### src/inc/oag_pkg.sv
// package of constants for the operand address generator
package oag_pkg;
	localparam int DATA_W = 16;
	localparam int SPEC_W = 6;
	localparam int MODE_W = 3;
	localparam int REG_W = 3;
	localparam int NUM_REGS = 8;
	// specifier field positions
	localparam int MODE_MSB = 5;
	localparam int MODE_LSB = 3;
	localparam int REG_MSB = 2;
	localparam int REG_LSB = 0;
	// mode codes
	localparam logic [2:0] MODE_REG = 3'h0;
	localparam logic [2:0] MODE_DEF = 3'h1;
	localparam logic [2:0] MODE_AINC = 3'h2;
	localparam logic [2:0] MODE_AINC_DEF = 3'h3;
	localparam logic [2:0] MODE_ADEC = 3'h4;
	localparam logic [2:0] MODE_ADEC_DEF = 3'h5;
	localparam logic [2:0] MODE_IDX = 3'h6;
	localparam logic [2:0] MODE_IDX_DEF = 3'h7;
	// register numbers with fixed roles
	localparam logic [2:0] REG_SP = 3'h6;
	localparam logic [2:0] REG_PC = 3'h7;
	// step sizes
	localparam logic [15:0] STEP_WORD = 16'h0002;
	localparam logic [15:0] STEP_BYTE = 16'h0001;
	// reset values
	localparam logic [15:0] REG_RESET = 16'h0000;
	localparam logic [15:0] ADDR_RESET = 16'h0000;
	typedef enum logic [2:0] {
		OAG_IDLE,
		OAG_FETCH_BASE,
		OAG_READ_PTR,
		OAG_DONE
	} oag_state_type;
endpackage

### src/rtl/oag_top.sv
// operand effective-address generator: decodes a specifier, updates registers
`timescale 1ns/1ps
// Summary of operation
// - mode 0: register itself is operand
// - mode 1: register holds operand address
// - mode 2: use register, then increment it
// - mode 3: register points to address, increment
// - mode 4: decrement first, then use as address
// - mode 5: decrement, then read address word
// - mode 6: fetch base at pc, add register
// - mode 7: base plus register points to address
// - pc advances two after each fetched word
// - register 7 is pc, accepts all modes
// - code 27: immediate operand after instruction
// - code 37: word at pc is absolute address
// - code 67: offset plus advanced pc
// - code 77: relative address then deferred read
// - modes 6 and 7 take one extra word
// - specifier: mode high bits, register low bits
module oag_top #(
	parameter int DATA_W = oag_pkg::DATA_W
) (
	// clock, reset, enable
	input wire logic clock_i,
	input wire logic rstn_i,
	input wire logic ce_i,
	// request from fetch stage
	input wire logic start_i,
	input wire logic [oag_pkg::SPEC_W-1:0] spec_i,
	input wire logic byte_i,
	output logic busy_o,
	// instruction-word fetched notice and register writes from execute
	input wire logic ifetch_i,
	input wire logic wr_en_i,
	input wire logic [oag_pkg::REG_W-1:0] wr_sel_i,
	input wire logic [DATA_W-1:0] wr_data_i,
	// memory read port
	output logic mem_req_o,
	output logic [DATA_W-1:0] mem_addr_o,
	input wire logic mem_ack_i,
	input wire logic [DATA_W-1:0] mem_rdata_i,
	// result
	output logic done_o,
	output logic is_reg_o,
	output logic [oag_pkg::REG_W-1:0] opnd_reg_o,
	output logic [DATA_W-1:0] ea_o,
	output logic [DATA_W-1:0] pc_o
);
	oag_pkg::oag_state_type state_q;
	logic [2:0] mode_q;
	logic [2:0] rsel_q;
	logic byte_q;
	logic wait_rd_q;
	logic [DATA_W-1:0] pc_q;
	logic [DATA_W-1:0] base_q;
	logic busy_q;
	logic mem_req_q;
	logic [DATA_W-1:0] mem_addr_q;
	logic done_q;
	logic is_reg_q;
	logic [DATA_W-1:0] ea_q;
	logic [DATA_W-1:0] rd_data;
	logic [DATA_W-1:0] step;
	logic [DATA_W-1:0] regval;
	logic wa_en;
	logic [DATA_W-1:0] wa_data;
	logic [2:0] spec_mode;
	logic [2:0] spec_reg;
	logic [2:0] rd_sel;
	logic take;

	////////////////////////////////////////////////////////////////////////////
	// decode
	assign spec_mode = spec_i[oag_pkg::MODE_MSB:oag_pkg::MODE_LSB];
	assign spec_reg = spec_i[oag_pkg::REG_MSB:oag_pkg::REG_LSB];
	assign take = state_q == oag_pkg::OAG_IDLE && !wait_rd_q && start_i;

	// the register file read is registered, so it is addressed by the incoming
	// specifier on the take edge; the decode cycle then sees that register
	always_comb begin
		if (take) begin
			rd_sel = spec_reg;
		end else begin
			rd_sel = rsel_q;
		end
	end

	// sp and pc stay word aligned, so they never step by one
	always_comb begin
		if (byte_q && rsel_q != oag_pkg::REG_SP && rsel_q != oag_pkg::REG_PC) begin
			step = oag_pkg::STEP_BYTE;
		end else begin
			step = oag_pkg::STEP_WORD;
		end
	end

	// pc lives in its own register, so register 7 reads come from pc_q
	assign regval = (rsel_q == oag_pkg::REG_PC) ? pc_q : rd_data;

	oag_regfile #(
		.DATA_W(DATA_W),
		.NUM_REGS(oag_pkg::NUM_REGS),
		.REG_W(oag_pkg::REG_W)
	) u_regs (
		.clock_i(clock_i),
		.rstn_i(rstn_i),
		.ce_i(ce_i),
		.rd_sel_i(rd_sel),
		.rd_data_o(rd_data),
		.wa_en_i(wa_en),
		.wa_sel_i(rsel_q),
		.wa_data_i(wa_data),
		.wb_en_i(wr_en_i && wr_sel_i != oag_pkg::REG_PC),
		.wb_sel_i(wr_sel_i),
		.wb_data_i(wr_data_i)
	);

	////////////////////////////////////////////////////////////////////////////
	// register side effects on the idle->work step (one cycle after start)
	always_comb begin
		wa_en = 1'b0;
		wa_data = regval;
		if (state_q == oag_pkg::OAG_IDLE && wait_rd_q && rsel_q != oag_pkg::REG_PC) begin
			case (mode_q)
				oag_pkg::MODE_AINC, oag_pkg::MODE_AINC_DEF: begin
					wa_en = 1'b1;
					wa_data = regval + step;
				end
				oag_pkg::MODE_ADEC, oag_pkg::MODE_ADEC_DEF: begin
					wa_en = 1'b1;
					wa_data = regval - step;
				end
				default: begin
					wa_en = 1'b0;
				end
			endcase
		end
	end

	////////////////////////////////////////////////////////////////////////////
	// main sequencer
	always_ff @(posedge clock_i) begin
		if (!rstn_i) begin
			state_q <= oag_pkg::OAG_IDLE;
			mode_q <= oag_pkg::MODE_REG;
			rsel_q <= '0;
			byte_q <= 1'b0;
			wait_rd_q <= 1'b0;
			base_q <= oag_pkg::ADDR_RESET;
			mem_req_q <= 1'b0;
			mem_addr_q <= oag_pkg::ADDR_RESET;
			ea_q <= oag_pkg::ADDR_RESET;
		end else if (ce_i) begin
			case (state_q)
				oag_pkg::OAG_IDLE: begin
					if (wait_rd_q) begin
						wait_rd_q <= 1'b0;
						case (mode_q)
							oag_pkg::MODE_REG: begin
								ea_q <= regval;
								state_q <= oag_pkg::OAG_DONE;
							end
							oag_pkg::MODE_DEF, oag_pkg::MODE_AINC: begin
								ea_q <= regval;
								state_q <= oag_pkg::OAG_DONE;
							end
							oag_pkg::MODE_AINC_DEF: begin
								mem_req_q <= 1'b1;
								mem_addr_q <= regval;
								state_q <= oag_pkg::OAG_READ_PTR;
							end
							oag_pkg::MODE_ADEC: begin
								ea_q <= regval - step;
								state_q <= oag_pkg::OAG_DONE;
							end
							oag_pkg::MODE_ADEC_DEF: begin
								mem_req_q <= 1'b1;
								mem_addr_q <= regval - step;
								state_q <= oag_pkg::OAG_READ_PTR;
							end
							default: begin
								mem_req_q <= 1'b1;
								mem_addr_q <= pc_q;
								base_q <= regval;
								state_q <= oag_pkg::OAG_FETCH_BASE;
							end
						endcase
					end else if (start_i) begin
						mode_q <= spec_mode;
						rsel_q <= spec_reg;
						byte_q <= byte_i;
						wait_rd_q <= 1'b1;
					end
				end
				oag_pkg::OAG_FETCH_BASE: begin
					if (mem_ack_i) begin
						// for register 7 the advanced pc is the base
						if (rsel_q == oag_pkg::REG_PC) begin
							ea_q <= mem_rdata_i + pc_q + oag_pkg::STEP_WORD;
						end else begin
							ea_q <= mem_rdata_i + base_q;
						end
						if (mode_q == oag_pkg::MODE_IDX_DEF) begin
							mem_addr_q <= (rsel_q == oag_pkg::REG_PC) ?
								mem_rdata_i + pc_q + oag_pkg::STEP_WORD :
								mem_rdata_i + base_q;
							state_q <= oag_pkg::OAG_READ_PTR;
						end else begin
							mem_req_q <= 1'b0;
							state_q <= oag_pkg::OAG_DONE;
						end
					end
				end
				oag_pkg::OAG_READ_PTR: begin
					if (mem_ack_i) begin
						mem_req_q <= 1'b0;
						ea_q <= mem_rdata_i;
						state_q <= oag_pkg::OAG_DONE;
					end
				end
				oag_pkg::OAG_DONE: begin
					state_q <= oag_pkg::OAG_IDLE;
				end
				default: begin
					state_q <= oag_pkg::OAG_IDLE;
				end
			endcase
		end
	end

	////////////////////////////////////////////////////////////////////////////
	// busy: from the take until done_o shows, so start is refused meanwhile
	always_ff @(posedge clock_i) begin
		if (!rstn_i) begin
			busy_q <= 1'b0;
		end else if (ce_i) begin
			if (take) begin
				busy_q <= 1'b1;
			end else if (state_q == oag_pkg::OAG_DONE) begin
				busy_q <= 1'b0;
			end
		end
	end

	////////////////////////////////////////////////////////////////////////////
	// done: a one-cycle pulse as the sequencer leaves its last state
	always_ff @(posedge clock_i) begin
		if (!rstn_i) begin
			done_q <= 1'b0;
		end else if (ce_i) begin
			done_q <= (state_q == oag_pkg::OAG_DONE);
		end
	end

	////////////////////////////////////////////////////////////////////////////
	// operand kind: set on decode, held until the next decode
	always_ff @(posedge clock_i) begin
		if (!rstn_i) begin
			is_reg_q <= 1'b0;
		end else if (ce_i) begin
			if (state_q == oag_pkg::OAG_IDLE && wait_rd_q) begin
				is_reg_q <= (mode_q == oag_pkg::MODE_REG);
			end
		end
	end

	////////////////////////////////////////////////////////////////////////////
	// program counter: one concern, all its updates in one place
	always_ff @(posedge clock_i) begin
		if (!rstn_i) begin
			pc_q <= oag_pkg::REG_RESET;
		end else if (ce_i) begin
			if (state_q == oag_pkg::OAG_FETCH_BASE && mem_ack_i) begin
				pc_q <= pc_q + oag_pkg::STEP_WORD;
			end else if (state_q == oag_pkg::OAG_IDLE && wait_rd_q &&
				rsel_q == oag_pkg::REG_PC) begin
				case (mode_q)
					oag_pkg::MODE_AINC, oag_pkg::MODE_AINC_DEF: begin
						pc_q <= pc_q + oag_pkg::STEP_WORD;
					end
					oag_pkg::MODE_ADEC, oag_pkg::MODE_ADEC_DEF: begin
						pc_q <= pc_q - oag_pkg::STEP_WORD;
					end
					default: begin
						pc_q <= pc_q;
					end
				endcase
			end else if (wr_en_i && wr_sel_i == oag_pkg::REG_PC) begin
				pc_q <= wr_data_i;
			end else if (ifetch_i) begin
				pc_q <= pc_q + oag_pkg::STEP_WORD;
			end
		end
	end

	assign busy_o = busy_q;
	assign mem_req_o = mem_req_q;
	assign mem_addr_o = mem_addr_q;
	assign done_o = done_q;
	assign is_reg_o = is_reg_q;
	assign opnd_reg_o = rsel_q;
	assign ea_o = ea_q;
	assign pc_o = pc_q;
endmodule

### src/rtl/oag_regfile.sv
// eight general registers with two write ports and registered read
`timescale 1ns/1ps
module oag_regfile #(
	parameter int DATA_W = 16,
	parameter int NUM_REGS = 8,
	parameter int REG_W = 3
) (
	// clock and reset
	input wire logic clock_i,
	input wire logic rstn_i,
	input wire logic ce_i,
	// read port
	input wire logic [REG_W-1:0] rd_sel_i,
	output logic [DATA_W-1:0] rd_data_o,
	// write port a: address generator updates
	input wire logic wa_en_i,
	input wire logic [REG_W-1:0] wa_sel_i,
	input wire logic [DATA_W-1:0] wa_data_i,
	// write port b: external (execute stage), loses to port a on clash
	input wire logic wb_en_i,
	input wire logic [REG_W-1:0] wb_sel_i,
	input wire logic [DATA_W-1:0] wb_data_i
);
	logic [DATA_W-1:0] regs_q [NUM_REGS];
	logic [DATA_W-1:0] rd_data_q;

	always_ff @(posedge clock_i) begin
		if (!rstn_i) begin
			for (int i = 0; i < NUM_REGS; i++) begin
				regs_q[i] <= '0;
			end
		end else if (ce_i) begin
			if (wb_en_i) begin
				regs_q[wb_sel_i] <= wb_data_i;
			end
			if (wa_en_i) begin
				regs_q[wa_sel_i] <= wa_data_i;
			end
		end
	end

	// read data comes from a register, so consumers see it one cycle later
	always_ff @(posedge clock_i) begin
		if (!rstn_i) begin
			rd_data_q <= '0;
		end else if (ce_i) begin
			rd_data_q <= regs_q[rd_sel_i];
		end
	end

	assign rd_data_o = rd_data_q;
endmodule

### config.mk
export PLATFORM = sky130hd
export DESIGN_NAME = oag_top
export DESIGN_NICKNAME = d
export VERILOG_FILES = /design/src/inc/oag_pkg.sv /design/src/rtl/oag_top.sv /design/src/rtl/oag_regfile.sv
export SDC_FILE = /design/constraint.sdc
export NUM_CORES = 1
export LEC_CHECK = 0
export CORE_ASPECT_RATIO = 0.6
export CORE_MARGIN = 3
export CORE_UTILIZATION = 45
export CTS_BUF_LIST = sky130_fd_sc_hd__clkbuf_4 sky130_fd_sc_hd__clkbuf_8
export DETAILED_ROUTE_END_ITERATION = 12
export DONT_BUFFER_PORTS = 1
export GPL_TIMING_DRIVEN = 1
export PLACE_DENSITY = 0.59
export SYNTH_ARGS = -nofsm -noshare
export SYNTH_HDL_FRONTEND = slang
export SYNTH_SLANG_ARGS = --single-unit
### constraint.sdc
create_clock -name clock_i -period 4.8 [get_ports clock_i]
set_input_delay 0.72 -clock clock_i [delete_from_list [all_inputs] [get_ports clock_i]]
set_output_delay 0.72 -clock clock_i [all_outputs]
set_load 0.1 [all_outputs]
== Word-level counts from Yosys, hierarchy flattened ==
Memory sizes are Yosys's and may differ from the RTL's. A register that Yosys moved wholly into a read port is not among the register bits.
Index checks and enable logic that the tools add are counted.

* Bits in registers: 79
* RAM bits: 128
* Output and inout port bits: 55
* Word-level logic and storage cells: 136
* Memories: 1

* Add/subtract/negate cells: 7
* Equal/unequal tests: 22
* Multiplexer cells: 54
* Bitwise gates (word level): 2
* Reduce and logical (&&, ||, !) cells: 37

{| class="wikitable"
|+ Memories
! memory !! words !! width !! read ports !! clocked after memory_dff !! write ports !! RTL line !! RTL
|-
| u_regs.regs_q || 8 || 16 || 1 || 1 || 8 || oag_regfile.sv:24 || <nowiki>logic [DATA_W-1:0] regs_q [NUM_REGS];</nowiki>
|}

{| class="wikitable"
|+ Operators by type and width
! operator !! number
|-
| $mux W16 || 15
|-
| $pmux W16 S2 || 4
|-
| $pmux W16 S3 || 2
|-
| $add A16 B16 Y16 || 3
|-
| $add A16 B2 Y16 const B || 2
|-
| $reduce_or A16 Y1 || 2
|-
| $mux W1 || 23
|-
| $mux W3 || 6
|-
| $sub A16 B16 Y16 || 1
|-
| $sub A16 B2 Y16 const B || 1
|-
| $eq A3 B3 Y1 const B || 5
|-
| $eq A3 B2 Y1 const B || 4
|-
| $ne A2 B2 Y1 const B || 6
|-
| $reduce_and A4 Y1 || 3
|-
| $reduce_and A6 Y1 || 2
|-
| $logic_and A1 B1 Y1 || 10
|-
| $ne A3 B3 Y1 const B || 3
|-
| $pmux W3 S3 || 1
|-
| $reduce_or A4 Y1 || 2
|-
| $reduce_and A7 Y1 || 1
|-
| $eq A3 B1 Y1 const B || 2
|-
| $logic_not A3 Y1 || 2
|-
| $reduce_and A2 Y1 || 3
|-
| $reduce_or A2 Y1 || 3
|-
| 13 further kinds || 16
|}

== Longest topological paths before layout ==
Gate-level depths: netlist (run 1).

* Depth in word-level cells: 10
* Depth in mapped cells: 17

== Hierarchy ==
A second synthesis (run 1) with hierarchy kept.

* Cell total of the unflattened synthesis: 1847
* Area, all modules: 15342.2 um^2

{| class="wikitable"
|+ By module, submodules not included
! module !! times used !! cells each !! area each (um^2) !! sequential area each (um^2)
|-
| oag_regfile || 1 || 780 || 7683.6 || 4164.0
|-
| oag_top || 1 || 1067 || 7658.6 || 1561.5
|}

== Least setup slack after synthesis (run 1) ==
No wires, ideal clock.

* Kind: reg2reg
* From: reg rsel_q[2], in the netlist opnd_reg_o[2]
* To: mem u_regs.regs_q[0][9] (data pin)
* Arrival: 4.844 ns
* Required time: 4.518 ns
* Setup slack: -0.327 ns
* Stages on the path, launching flop included: 16
* Path buffers: 3
* Period minus slack after synthesis: 5.127 ns
* Cell sequence: dfxtp_1 buf_4 nand3_4 buf_4 buf_2 nand2_1 a21boi_0 inv_1 ha_1 nor2_1 a2111oi_4 nand4_2 nor2_2 mux2_4 a222oi_1 o21ai_1

{| class="wikitable"
|+ RTL lines
! item !! RTL line !! RTL
|-
| from (decl) || oag_top.sv:51 || <nowiki>logic [2:0] rsel_q;</nowiki>
|-
| from (signal assigned) || oag_top.sv:190 || <nowiki>rsel_q <= spec_reg;</nowiki>
|-
| to (decl) || oag_regfile.sv:24 ||
|}

==> results_dict.tcl, run 1 <==
set metrics [dict create \
    cap_violations 0 \
    rrSetupSlack_ns 0.63 \
    critPathLaunch "opnd_reg_o[1]" \
    hold_viol_final 0 \
    syn_area_per_cell_sq_um 8.92 \
    grt_max_degree 49 \
    yosys_warnings 0 \
    status "finished clean" \
    hold_ws_ns 0.265 \
    min_period_ns 4.17 \
    coreArea_sq_mm 0.0318 \
    critPathKind "reg -> reg" \
    tightest_slew_ns 1.27 \
    worstPathMaxFanout 11 \
    numCtsBuffers 37 \
    first_iter_violations 2032 \
    clock_latency_ns 0.56 \
    place.gp.congestion 0.972 \
    timing.fmax_mhz 240 \
    async_flop_share_pct 0 \
    cts_tree "done" \
    seq_area_frac_synth_pct 38.6 \
    antenna_cells 0 \
    r2r_start "opnd_reg_o[1]" \
    fp.dieH_microns 147 \
    drtPass1Iterations 6 \
    start_util_pct 46.6 \
    synth_top_flop_cell "edfxtp_1" \
    period_share_pct 86.9 \
    ctsHoldBuffers 0 \
    min_path_cells 1 \
    drc 0 \
    std_cell_rows 50 \
    p_per_area_mw_per_mm2 375 \
    ys_ff_latch 222 \
    critical_path.endpoint "u_regs.regs_q[2][14]" \
    crit_path_end_kind "register" \
    place_hpwl_mm 38.6 \
    finalSetupViolCount 0 \
    cts_max_level 2 \
    drive_above_1_share_pct 12.2 \
    ir_drop_v 0.000251 \
    ant_nets 0 \
    area_growth_pct 8.83 \
    grt_pass1_vias 12600 \
    synth_cell_type_count 86 \
    fin_util_pct 50.7 \
    grtUsageTotal_pct 29.8 \
    cts_root_buffer "clkbuf_8" \
    maxSlewHeadroom_pct 15.1 \
    grt.overflow.total 0 \
    routed_wl_mm 53.3 \
    pin_count 104 \
    port-buffer-count 0 \
    synthesis.area_sq_mm 0.0148 \
    finClkSkew_ns 0.0136 \
    crit_arrival_ns 4.46 \
    via_per_inst 6.59 \
    cts.sinks 222 \
    vias 13700 \
    fp.dieW_microns 240 \
    cp.required_ns 5.09 \
    hp-class "in -> reg" \
    rsz0062_at_grt "false" \
    nets 1753 \
    wl_per_cell_microns 25.6 \
    p_leak_uw 0.00573 \
    syn_inst 1663 \
    r2r_end "u_regs.regs_q[2][14]" \
    clockBufferDepth 3 \
    clkTransAtPathRegs_ns 0.07 \
    antenna_found_initial 2 \
    fin_tns_setup_ns 0 \
    worstSetupStartpointType "register" \
    drv_slew 0 \
    post_cts_resized 0 \
    synth_edf_count 128 \
    grt_pass1_wl_mm 79.9 \
    post-cts-setup-buffer-count 0 \
    die-area_sq_mm 0.0353 \
    reg2regPathDepth 11 \
]
-- stage by stage --
step | total power (uW) | setup WS [ns] | instance area [sq um] | instances
after global placement | 4220 | 0.815 | 15400 | 2019
after global routing | 6300 | 0.110 | 16200 | 2084
after detailed placement | 4230 | 0.713 | 15400 | 2019
final | 6060 | 0.630 | 16200 | 2084
after floorplan | 3780 | 0.0445 | 14900 | 1678
after CTS | 6050 | 0.671 | 16200 | 2084
-- cell usage after synthesis (all sizes together) (6+ instances only) --
| cell type | n | area share (%) |
|---|---|---|
| nand2b | 10 | 0.42 |
| buf | 39 | 1.4 |
| a21o | 14 | 0.71 |
| a22oi | 12 | 0.61 |
| o211ai | 9 | 0.46 |
| xor2 | 21 | 1.2 |
| o221ai | 9 | 0.53 |
| nand3b | 8 | 0.40 |
| a21oi | 100 | 3.5 |
| o22ai | 23 | 0.97 |
| a31oi | 19 | 0.80 |
| o31ai | 7 | 0.35 |
| ha | 58 | 4.9 |
| clkbuf | 98 | 2.5 |
| o21ai | 194 | 6.5 |
| mux2i | 37 | 2.5 |
| edfxtp | 128 | 26 |
| nor3 | 43 | 1.5 |
| or3 | 8 | 0.34 |
| nor4 | 6 | 0.25 |
| a221oi | 19 | 1.3 |
| mux4 | 32 | 4.9 |
| xnor2 | 42 | 2.5 |
| and2 | 6 | 0.25 |
| nand3 | 155 | 5.3 |
| inv | 26 | 0.66 |
| nand2 | 142 | 3.6 |
| mux2 | 8 | 0.71 |
| a211oi | 64 | 3.2 |
| nor2 | 144 | 3.7 |
| and3 | 7 | 0.30 |
| nand4 | 11 | 0.51 |
| dfxtp | 94 | 13 |
-- worst min path at each step --
stage	start	end	slack, ns
6_report	ce_i	u_regs.rd_data_o[0]	0.26
5_1_grt	ce_i	u_regs.rd_data_o[0]	0.24
4_1_cts	ce_i	u_regs.rd_data_o[3]	0.23
3_5_place_dp	byte_q	byte_q	0.47
3_3_place_gp	byte_q	byte_q	0.47
2_1_floorplan	byte_q	byte_q	0.44
-- logic make-up (layout without fill, tap and decap cells) --
logic type | after synthesis | in the layout | synth area share (%)
compound gates | 512 | 512 | 21.8
xor+xnor | 63 | 63 | 3.72
fa+ha+maj | 62 | 62 | 5.43
buf+inv | 164 | 154 | 4.60
flops | 222 | 222 | 38.6
mux | 77 | 77 | 8.08
other cells | 1 | 16 | 0.0253
simple gates | 562 | 562 | 17.8
-- layout by cell type, fill, tap and decap left out, types with 7 or more instances in the layout --
cell	n
nand3_1	153
o21ai_0	151
nor2_1	141
nand2_1	140
edfxtp_1	128
a21oi_1	95
dfxtp_1	89
a211oi_1	64
buf_4	61
ha_1	58
clkbuf_8	48
o21ai_1	43
xnor2_1	42
nor3_1	39
mux2i_1	33
mux4_2	32
inv_1	25
o22ai_1	23
xor2_1	21
a31oi_1	19
a221oi_1	16
conb_1	16
a21o_1	14
clkbuf_4	13
a22oi_1	12
nand2b_1	10
nand4_1	10
o221ai_1	9
o211ai_1	9
or3_1	8
nand3b_1	8
and3_1	7
o31ai_1	7
-- metal layers --
layer	track usage (%)	part of all wire [%]
met4	5.64	1.2
met5	0.551	0.058
met3	11.8	15
met2	37.8	38
met1	46.8	46
-- registers in the layout (all words and copies together) (netlist names), 2 cells and up --
register and cells:
u_regs.rd_data_o 16, state_q 2, u_regs.regs_q 128, pc_o 16
mem_addr_o 16, base_q 16, ea_o 16, opnd_reg_o 3
mode_q 3
-- where the power goes --
group | switching [uW] | total, uW | internal (uW) | leakage [uW]
sequential | 534 | 2700 | 2160 | 0.00203
combinational | 1010 | 1540 | 531 | 0.00328
clock | 831 | 1830 | 995 | 0.000411
total | 2370 | 6060 | 3690 | 0.00573
-- critical path: stages (launching register included) --
cell,delay [ns]
dfxtp_2,0.44
nand3_4,0.10
mux2i_1,0.32
ha_1,0.27
fa_1,0.39
nor4b_1,0.40
nand3_1,0.19
a21oi_2,0.44
nor3b_1,0.49
o21ai_0,0.24
a221oi_4,0.46
o21ai_1,0.14
-- final cells by class --
| type | instances | area (sq um) |
|---|---|---|
| Clock buffer | 61 | 758 |
| Clock inverter | 4 | 23.8 |
| Fill cell | 2968 | 15700 |
| Inverter | 27 | 101 |
| Multi-Input combinational cell | 1292 | 8540 |
| Sequential cell | 222 | 5730 |
| Tap cell | 416 | 520 |
| Timing Repair Buffer | 62 | 478 |
(Power assumes the default switching activity.)
==> inputs of run 2 (changes only) <==
CTS_BUF_LIST = sky130_fd_sc_hd__clkbuf_4   (was sky130_fd_sc_hd__clkbuf_4 sky130_fd_sc_hd__clkbuf_8)
PLACE_DENSITY = unset   (was 0.59)
==> run 2 against run 1 <==
Effect of this change:
- combinational power barely moved
- setup slack got worse by 0.071 ns
- first-iteration DRC count fell by 4.0%
- power fell by 2.9%
- flip-flop and latch count did not move
- largest cell class unchanged
==> results_dict.tcl, run 2 (synthesis results as in run 1) <==
set metrics [dict create \
    cts_root_buffer "clkbuf_4" \
    post_cts_resized 0 \
    worstPathCellList "buf_4 > and3_1 > a21boi_0 > buf_4 > fa_1 > nor4b_1 > nand3_1 > a21oi_2 > nor3b_1 > o21ai_0 > a221oi_4 > o21ai_1" \
    fp.dieW_microns 240 \
    die-area_sq_mm 0.0353 \
    status "finished clean" \
    cap_violations 0 \
    drtPass1Iterations 6 \
    finClkSkew_ns 0.0459 \
    drc 0 \
    p_total_uw 5890 \
    clock_latency_ns 0.77 \
    port-buffer-count 0 \
    critPathSlowestCell "nor3b_1" \
    grt_pass1_wl_mm 79.2 \
    dp.cells 2026 \
    via_per_inst 6.56 \
    drv_slew 0 \
    ir_drop_v 0.000338 \
    regMostFlops "u_regs.regs_q" \
    first_iter_violations 1950 \
    grt.overflow.total 0 \
    crit_buf_inv 2 \
    p_leak_uw 0.00576 \
    clkTransAtPathRegs_ns 0.09 \
    hold_viol_final 0 \
    worstPathMaxFanout 12 \
    coreArea_sq_mm 0.0318 \
    holdPathEnd "u_regs.rd_data_o[3]" \
    clockBufferDepth 3 \
    cts_tree "done" \
    hold_path_startpoint "ce_i" \
    wl_per_cell_microns 25.1 \
    place.gp.congestion 0.952 \
    ctsHoldBuffers 0 \
    mostFrequentLayoutCells "153 x nand3_1, 151 x o21ai_0, 140 x nand2_1, 140 x nor2_1, 128 x edfxtp_1" \
    fin_tns_setup_ns 0 \
    min_period_ns 4.24 \
    nets 1779 \
    std_cell_rows 50 \
    cp_top_family "compound AO/OA/AOI/OAI gates" \
    pin_count 104 \
    rrSetupSlack_ns 0.56 \
    p_per_area_mw_per_mm2 365 \
    antenna_cells 0 \
    start_util_pct 46.6 \
    cts.sinks 222 \
    seqCellArea_sq_mm 0.00573 \
    instances_no_fill 2130 \
    hold_ws_ns 0.0754 \
    numCtsBuffers 56 \
    largest_reg_flops 128 \
    fillers 3041 \
    area_growth_pct 8.57 \
    cp.required_ns 5.28 \
    fp.dieH_microns 147 \
    grtUsageTotal_pct 29.6 \
    drive_above_1_share_pct 13.5 \
    ant_nets 0 \
    worstSetupStartpointType "register" \
    rsz0062_at_grt "false" \
    final_common_cell "nand3_1" \
    crit_arrival_ns 4.72 \
    tightest_slew_ns 1.17 \
    critPathKind "reg -> reg" \
    r2r_end "u_regs.regs_q[0][14]" \
    finalSetupViolCount 0 \
    cp_common_cell "buf_4" \
    cts_max_level 2 \
    maxSlewHeadroom_pct 21.7 \
    slowest_delay_ns 0.49 \
    timing.fmax_mhz 236 \
    vias 14000 \
    post-cts-setup-buffer-count 0 \
    final_area_sq_mm 0.0161 \
    reg2regPathDepth 12 \
    antenna_found_initial 1 \
    multi_input_area_sq_mm 0.00855 \
    grt_max_degree 49 \
    routed_wl_mm 53.5 \
    min_path_cells 1 \
    crit_path_end_kind "register" \
    grt_pass1_vias 12600 \
    hp-class "in -> reg" \
    r2r_start "opnd_reg_o[0]" \
    period_share_pct 88.3 \
    place_area_sq_mm 0.0154 \
    place_hpwl_mm 38.2 \
]
run 2: cell types whose count changed in the layout (fill, tap and decap cells not counted), sizes merged:
cell	delta
clkinv	+24
buf	+7
clkbuf	+16
clkinvlp	-1
run 2: cell type report:
cell class / count / share of cell area (%)
Sequential cell: 222 / 35.6
Multi-Input combinational cell: 1292 / 53.0
Timing Repair Buffer: 69 / 3.21
Inverter: 27 / 0.629
Clock buffer: 77 / 3.59
Clock inverter: 27 / 0.722
Tap cell: 416 / 3.23
run 2: how the worst max path moves through the flow:
stage          slack [ns]           from  cells after the start                   end
3_3_place_gp         0.79  opnd_reg_o[0]                     12  u_regs.regs_q[6][14]
4_1_cts              0.63  opnd_reg_o[0]                     13  u_regs.regs_q[4][13]
5_1_grt              0.24  opnd_reg_o[2]                     11  u_regs.regs_q[2][14]
6_report             0.56  opnd_reg_o[0]                     12  u_regs.regs_q[0][14]
2_1_floorplan        0.04  opnd_reg_o[2]                     15   u_regs.regs_q[0][9]
3_5_place_dp         0.62  opnd_reg_o[0]                     13  u_regs.regs_q[3][13]
run 2: power by group:
| group | internal (uW) | leakage [uW] | switching, uW |
|---|---|---|---|
| Combinational | 530 | 0.00332 | 1010 |
| Clock | 750 | 0.000409 | 910 |
| Sequential | 2160 | 0.00203 | 527 |
| Total | 3440 | 0.00576 | 2450 |
run 2: routing by layer:
metal / up-vias / global-route usage (%) / routed length (microns)
met2: 888 / 38.5 / 20500
met5: - / 0 / 13
li1: 6305 / - / -
met3: 75 / 10.4 / 7690
met1: 6709 / 46.8 / 24600
met4: 2 / 5.01 / 713
run 2: worst register-to-register path, stage by stage, from the launching register on:
cell and delay, ns:
dfxtp_2 0.34, buf_4 0.27, and3_1 0.22, a21boi_0 0.16
buf_4 0.18, fa_1 0.37, nor4b_1 0.49, nand3_1 0.22
a21oi_2 0.42, nor3b_1 0.49, o21ai_0 0.23, a221oi_4 0.47
o21ai_1 0.14
run 2: per-stage QoR:
stage / worst slack, ns / utilization [%]
CTS: 0.633 / 50.6
global placement: 0.787 / 48.4
detailed placement: 0.622 / 48.4
floorplan: 0.0445 / -
finish: 0.559 / 50.6
global route: 0.241 / 50.6
==> inputs of run 3 (changes only) <==
CORE_UTILIZATION = 40   (was 45)
==> run 3 against run 2 <==
Effect of this change:
- routed wire length is 3.2% higher
- core utilization is 5.4 points lower
- clock-buffer cell count is 1 higher
- hold slack gained 0.0042 ns
- critical path depth shrank 1
- cell area increased by 0.55%
- sequential share of layout area decreased by 0.19 points
- cell count grew 2.0%
- maximum frequency grew 0.14%
- critical path type unchanged
==> results_dict.tcl, run 3 (synthesis results as in run 1) <==
set metrics [dict create \
    status "finished clean" \
    clkTransAtPathRegs_ns 0.08 \
    cts_max_level 2 \
    clockBufferDepth 3 \
    grt.overflow.total 0 \
    nets 1771 \
    ctsHoldBuffers 0 \
    tightest_slew_ns 1.16 \
    worst_slack_ns 0.565 \
    ir_drop_v 0.000312 \
    post-cts-setup-buffer-count 0 \
    via_per_inst 6.47 \
    antenna_found_initial 0 \
    largest_reg_flops 128 \
    cts_root_buffer "clkbuf_4" \
    drv_slew 0 \
    fp.dieH_microns 155 \
    pin_count 104 \
    p_leak_uw 0.00576 \
    grt_max_degree 61 \
    drtPass1Iterations 6 \
    clock_latency_ns 0.75 \
    fillers 3522 \
    area_growth_pct 9.16 \
    wl_per_cell_microns 25.4 \
    finalSetupViolCount 0 \
    die-area_sq_mm 0.0395 \
    port-buffer-count 0 \
    grtUsageTotal_pct 27.6 \
    timing.fmax_mhz 236 \
    worstPathMaxFanout 10 \
    ant_nets 0 \
    start_util_pct 41.4 \
    fin_tns_setup_ns 0 \
    fin_util_pct 45.2 \
    period_share_pct 88.2 \
    grt_pass1_vias 12700 \
    cp.required_ns 5.29 \
    drive_above_1_share_pct 13.4 \
    place_hpwl_mm 39.8 \
    std_cell_rows 53 \
    rsz0062_at_grt "false" \
    critPathKind "reg -> reg" \
    coreArea_sq_mm 0.0358 \
    cts.sinks 222 \
    antenna_cells 0 \
    numCtsBuffers 55 \
    fp.dieW_microns 255 \
    place.gp.congestion 0.957 \
    regMostFlops "u_regs.regs_q" \
    drc 0 \
    finClkSkew_ns 0.0388 \
    first_iter_violations 2035 \
    hp-class "in -> reg" \
    p_per_area_mw_per_mm2 372 \
    crit_path_end_kind "register" \
    hold_viol_final 0 \
    place_worst_setup_slack_ns 0.685 \
    mostFrequentLayoutCells "153 x nand3_1, 151 x o21ai_0, 140 x nand2_1, 140 x nor2_1, 128 x edfxtp_1" \
    min_period_ns 4.23 \
    routed_wl_mm 55.2 \
    maxSlewHeadroom_pct 22.3 \
    worstSetupStartpointType "register" \
    crit_arrival_ns 4.72 \
    grt_pass1_wl_mm 82.6 \
    final_common_cell "nand3_1" \
    cts_tree "done" \
    post_cts_resized 0 \
    cap_violations 0 \
    vias 14000 \
]
[run 3: final timing paths]
check | start | endpoint | slack [ns] | cells after the start
max | opnd_reg_o[2] | u_regs.regs_q[0][14] | 0.57 | 11
min | ce_i | u_regs.rd_data_o[0] | 0.08 | 1
max reg2reg | opnd_reg_o[2] | u_regs.regs_q[0][14] | 0.57 | 11
min reg2reg | byte_q | byte_q | 0.49 | 2
[run 3: metrics by stage]
step,hold slack (ns),cell area (sq um),power (uW),std cells
2_1_floorplan,0.437,14900,3780,1678
3_5_place_dp,0.481,15400,4230,2070
6_report,0.0797,16200,6030,2172
3_3_place_gp,0.474,15400,4220,2070
5_1_grt,0.0225,16200,6290,2172
4_1_cts,0.0361,16200,6010,2172
[run 3: metal layers]
metal  up-vias  GRT usage [%]  share of wire (%)
met3        65           9.09                 15
met1      6812           44.9                 47
met5         -              0                  0
met2       887           34.7                 37
met4         0           4.47                1.2
li1       6281              -                  -
[run 3: worst max-delay path, stage by stage (launching register included)]
cell	delay, ns
dfxtp_2	0.45
nand3_4	0.11
mux2i_1	0.36
ha_1	0.27
fa_1	0.36
nor4b_1	0.50
nand3_1	0.21
a21oi_2	0.44
nor3b_1	0.48
o21ai_0	0.23
a221oi_4	0.44
o21ai_1	0.14
[run 3: final cells by class]
type,count,area (sq um),share of cell area [%]
Multi-Input combinational cell,1292,8550,52.8
Clock inverter,24,186,1.15
Tap cell,467,584,3.61
Sequential cell,222,5730,35.4
Clock buffer,78,586,3.61
Timing Repair Buffer,62,465,2.87
Inverter,27,101,0.626
[run 3: power by group]
part / switching [uW] / internal (uW)
Clock: 869 / 919
Sequential: 535 / 2160
Combinational: 1020 / 523
Total: 2430 / 3600
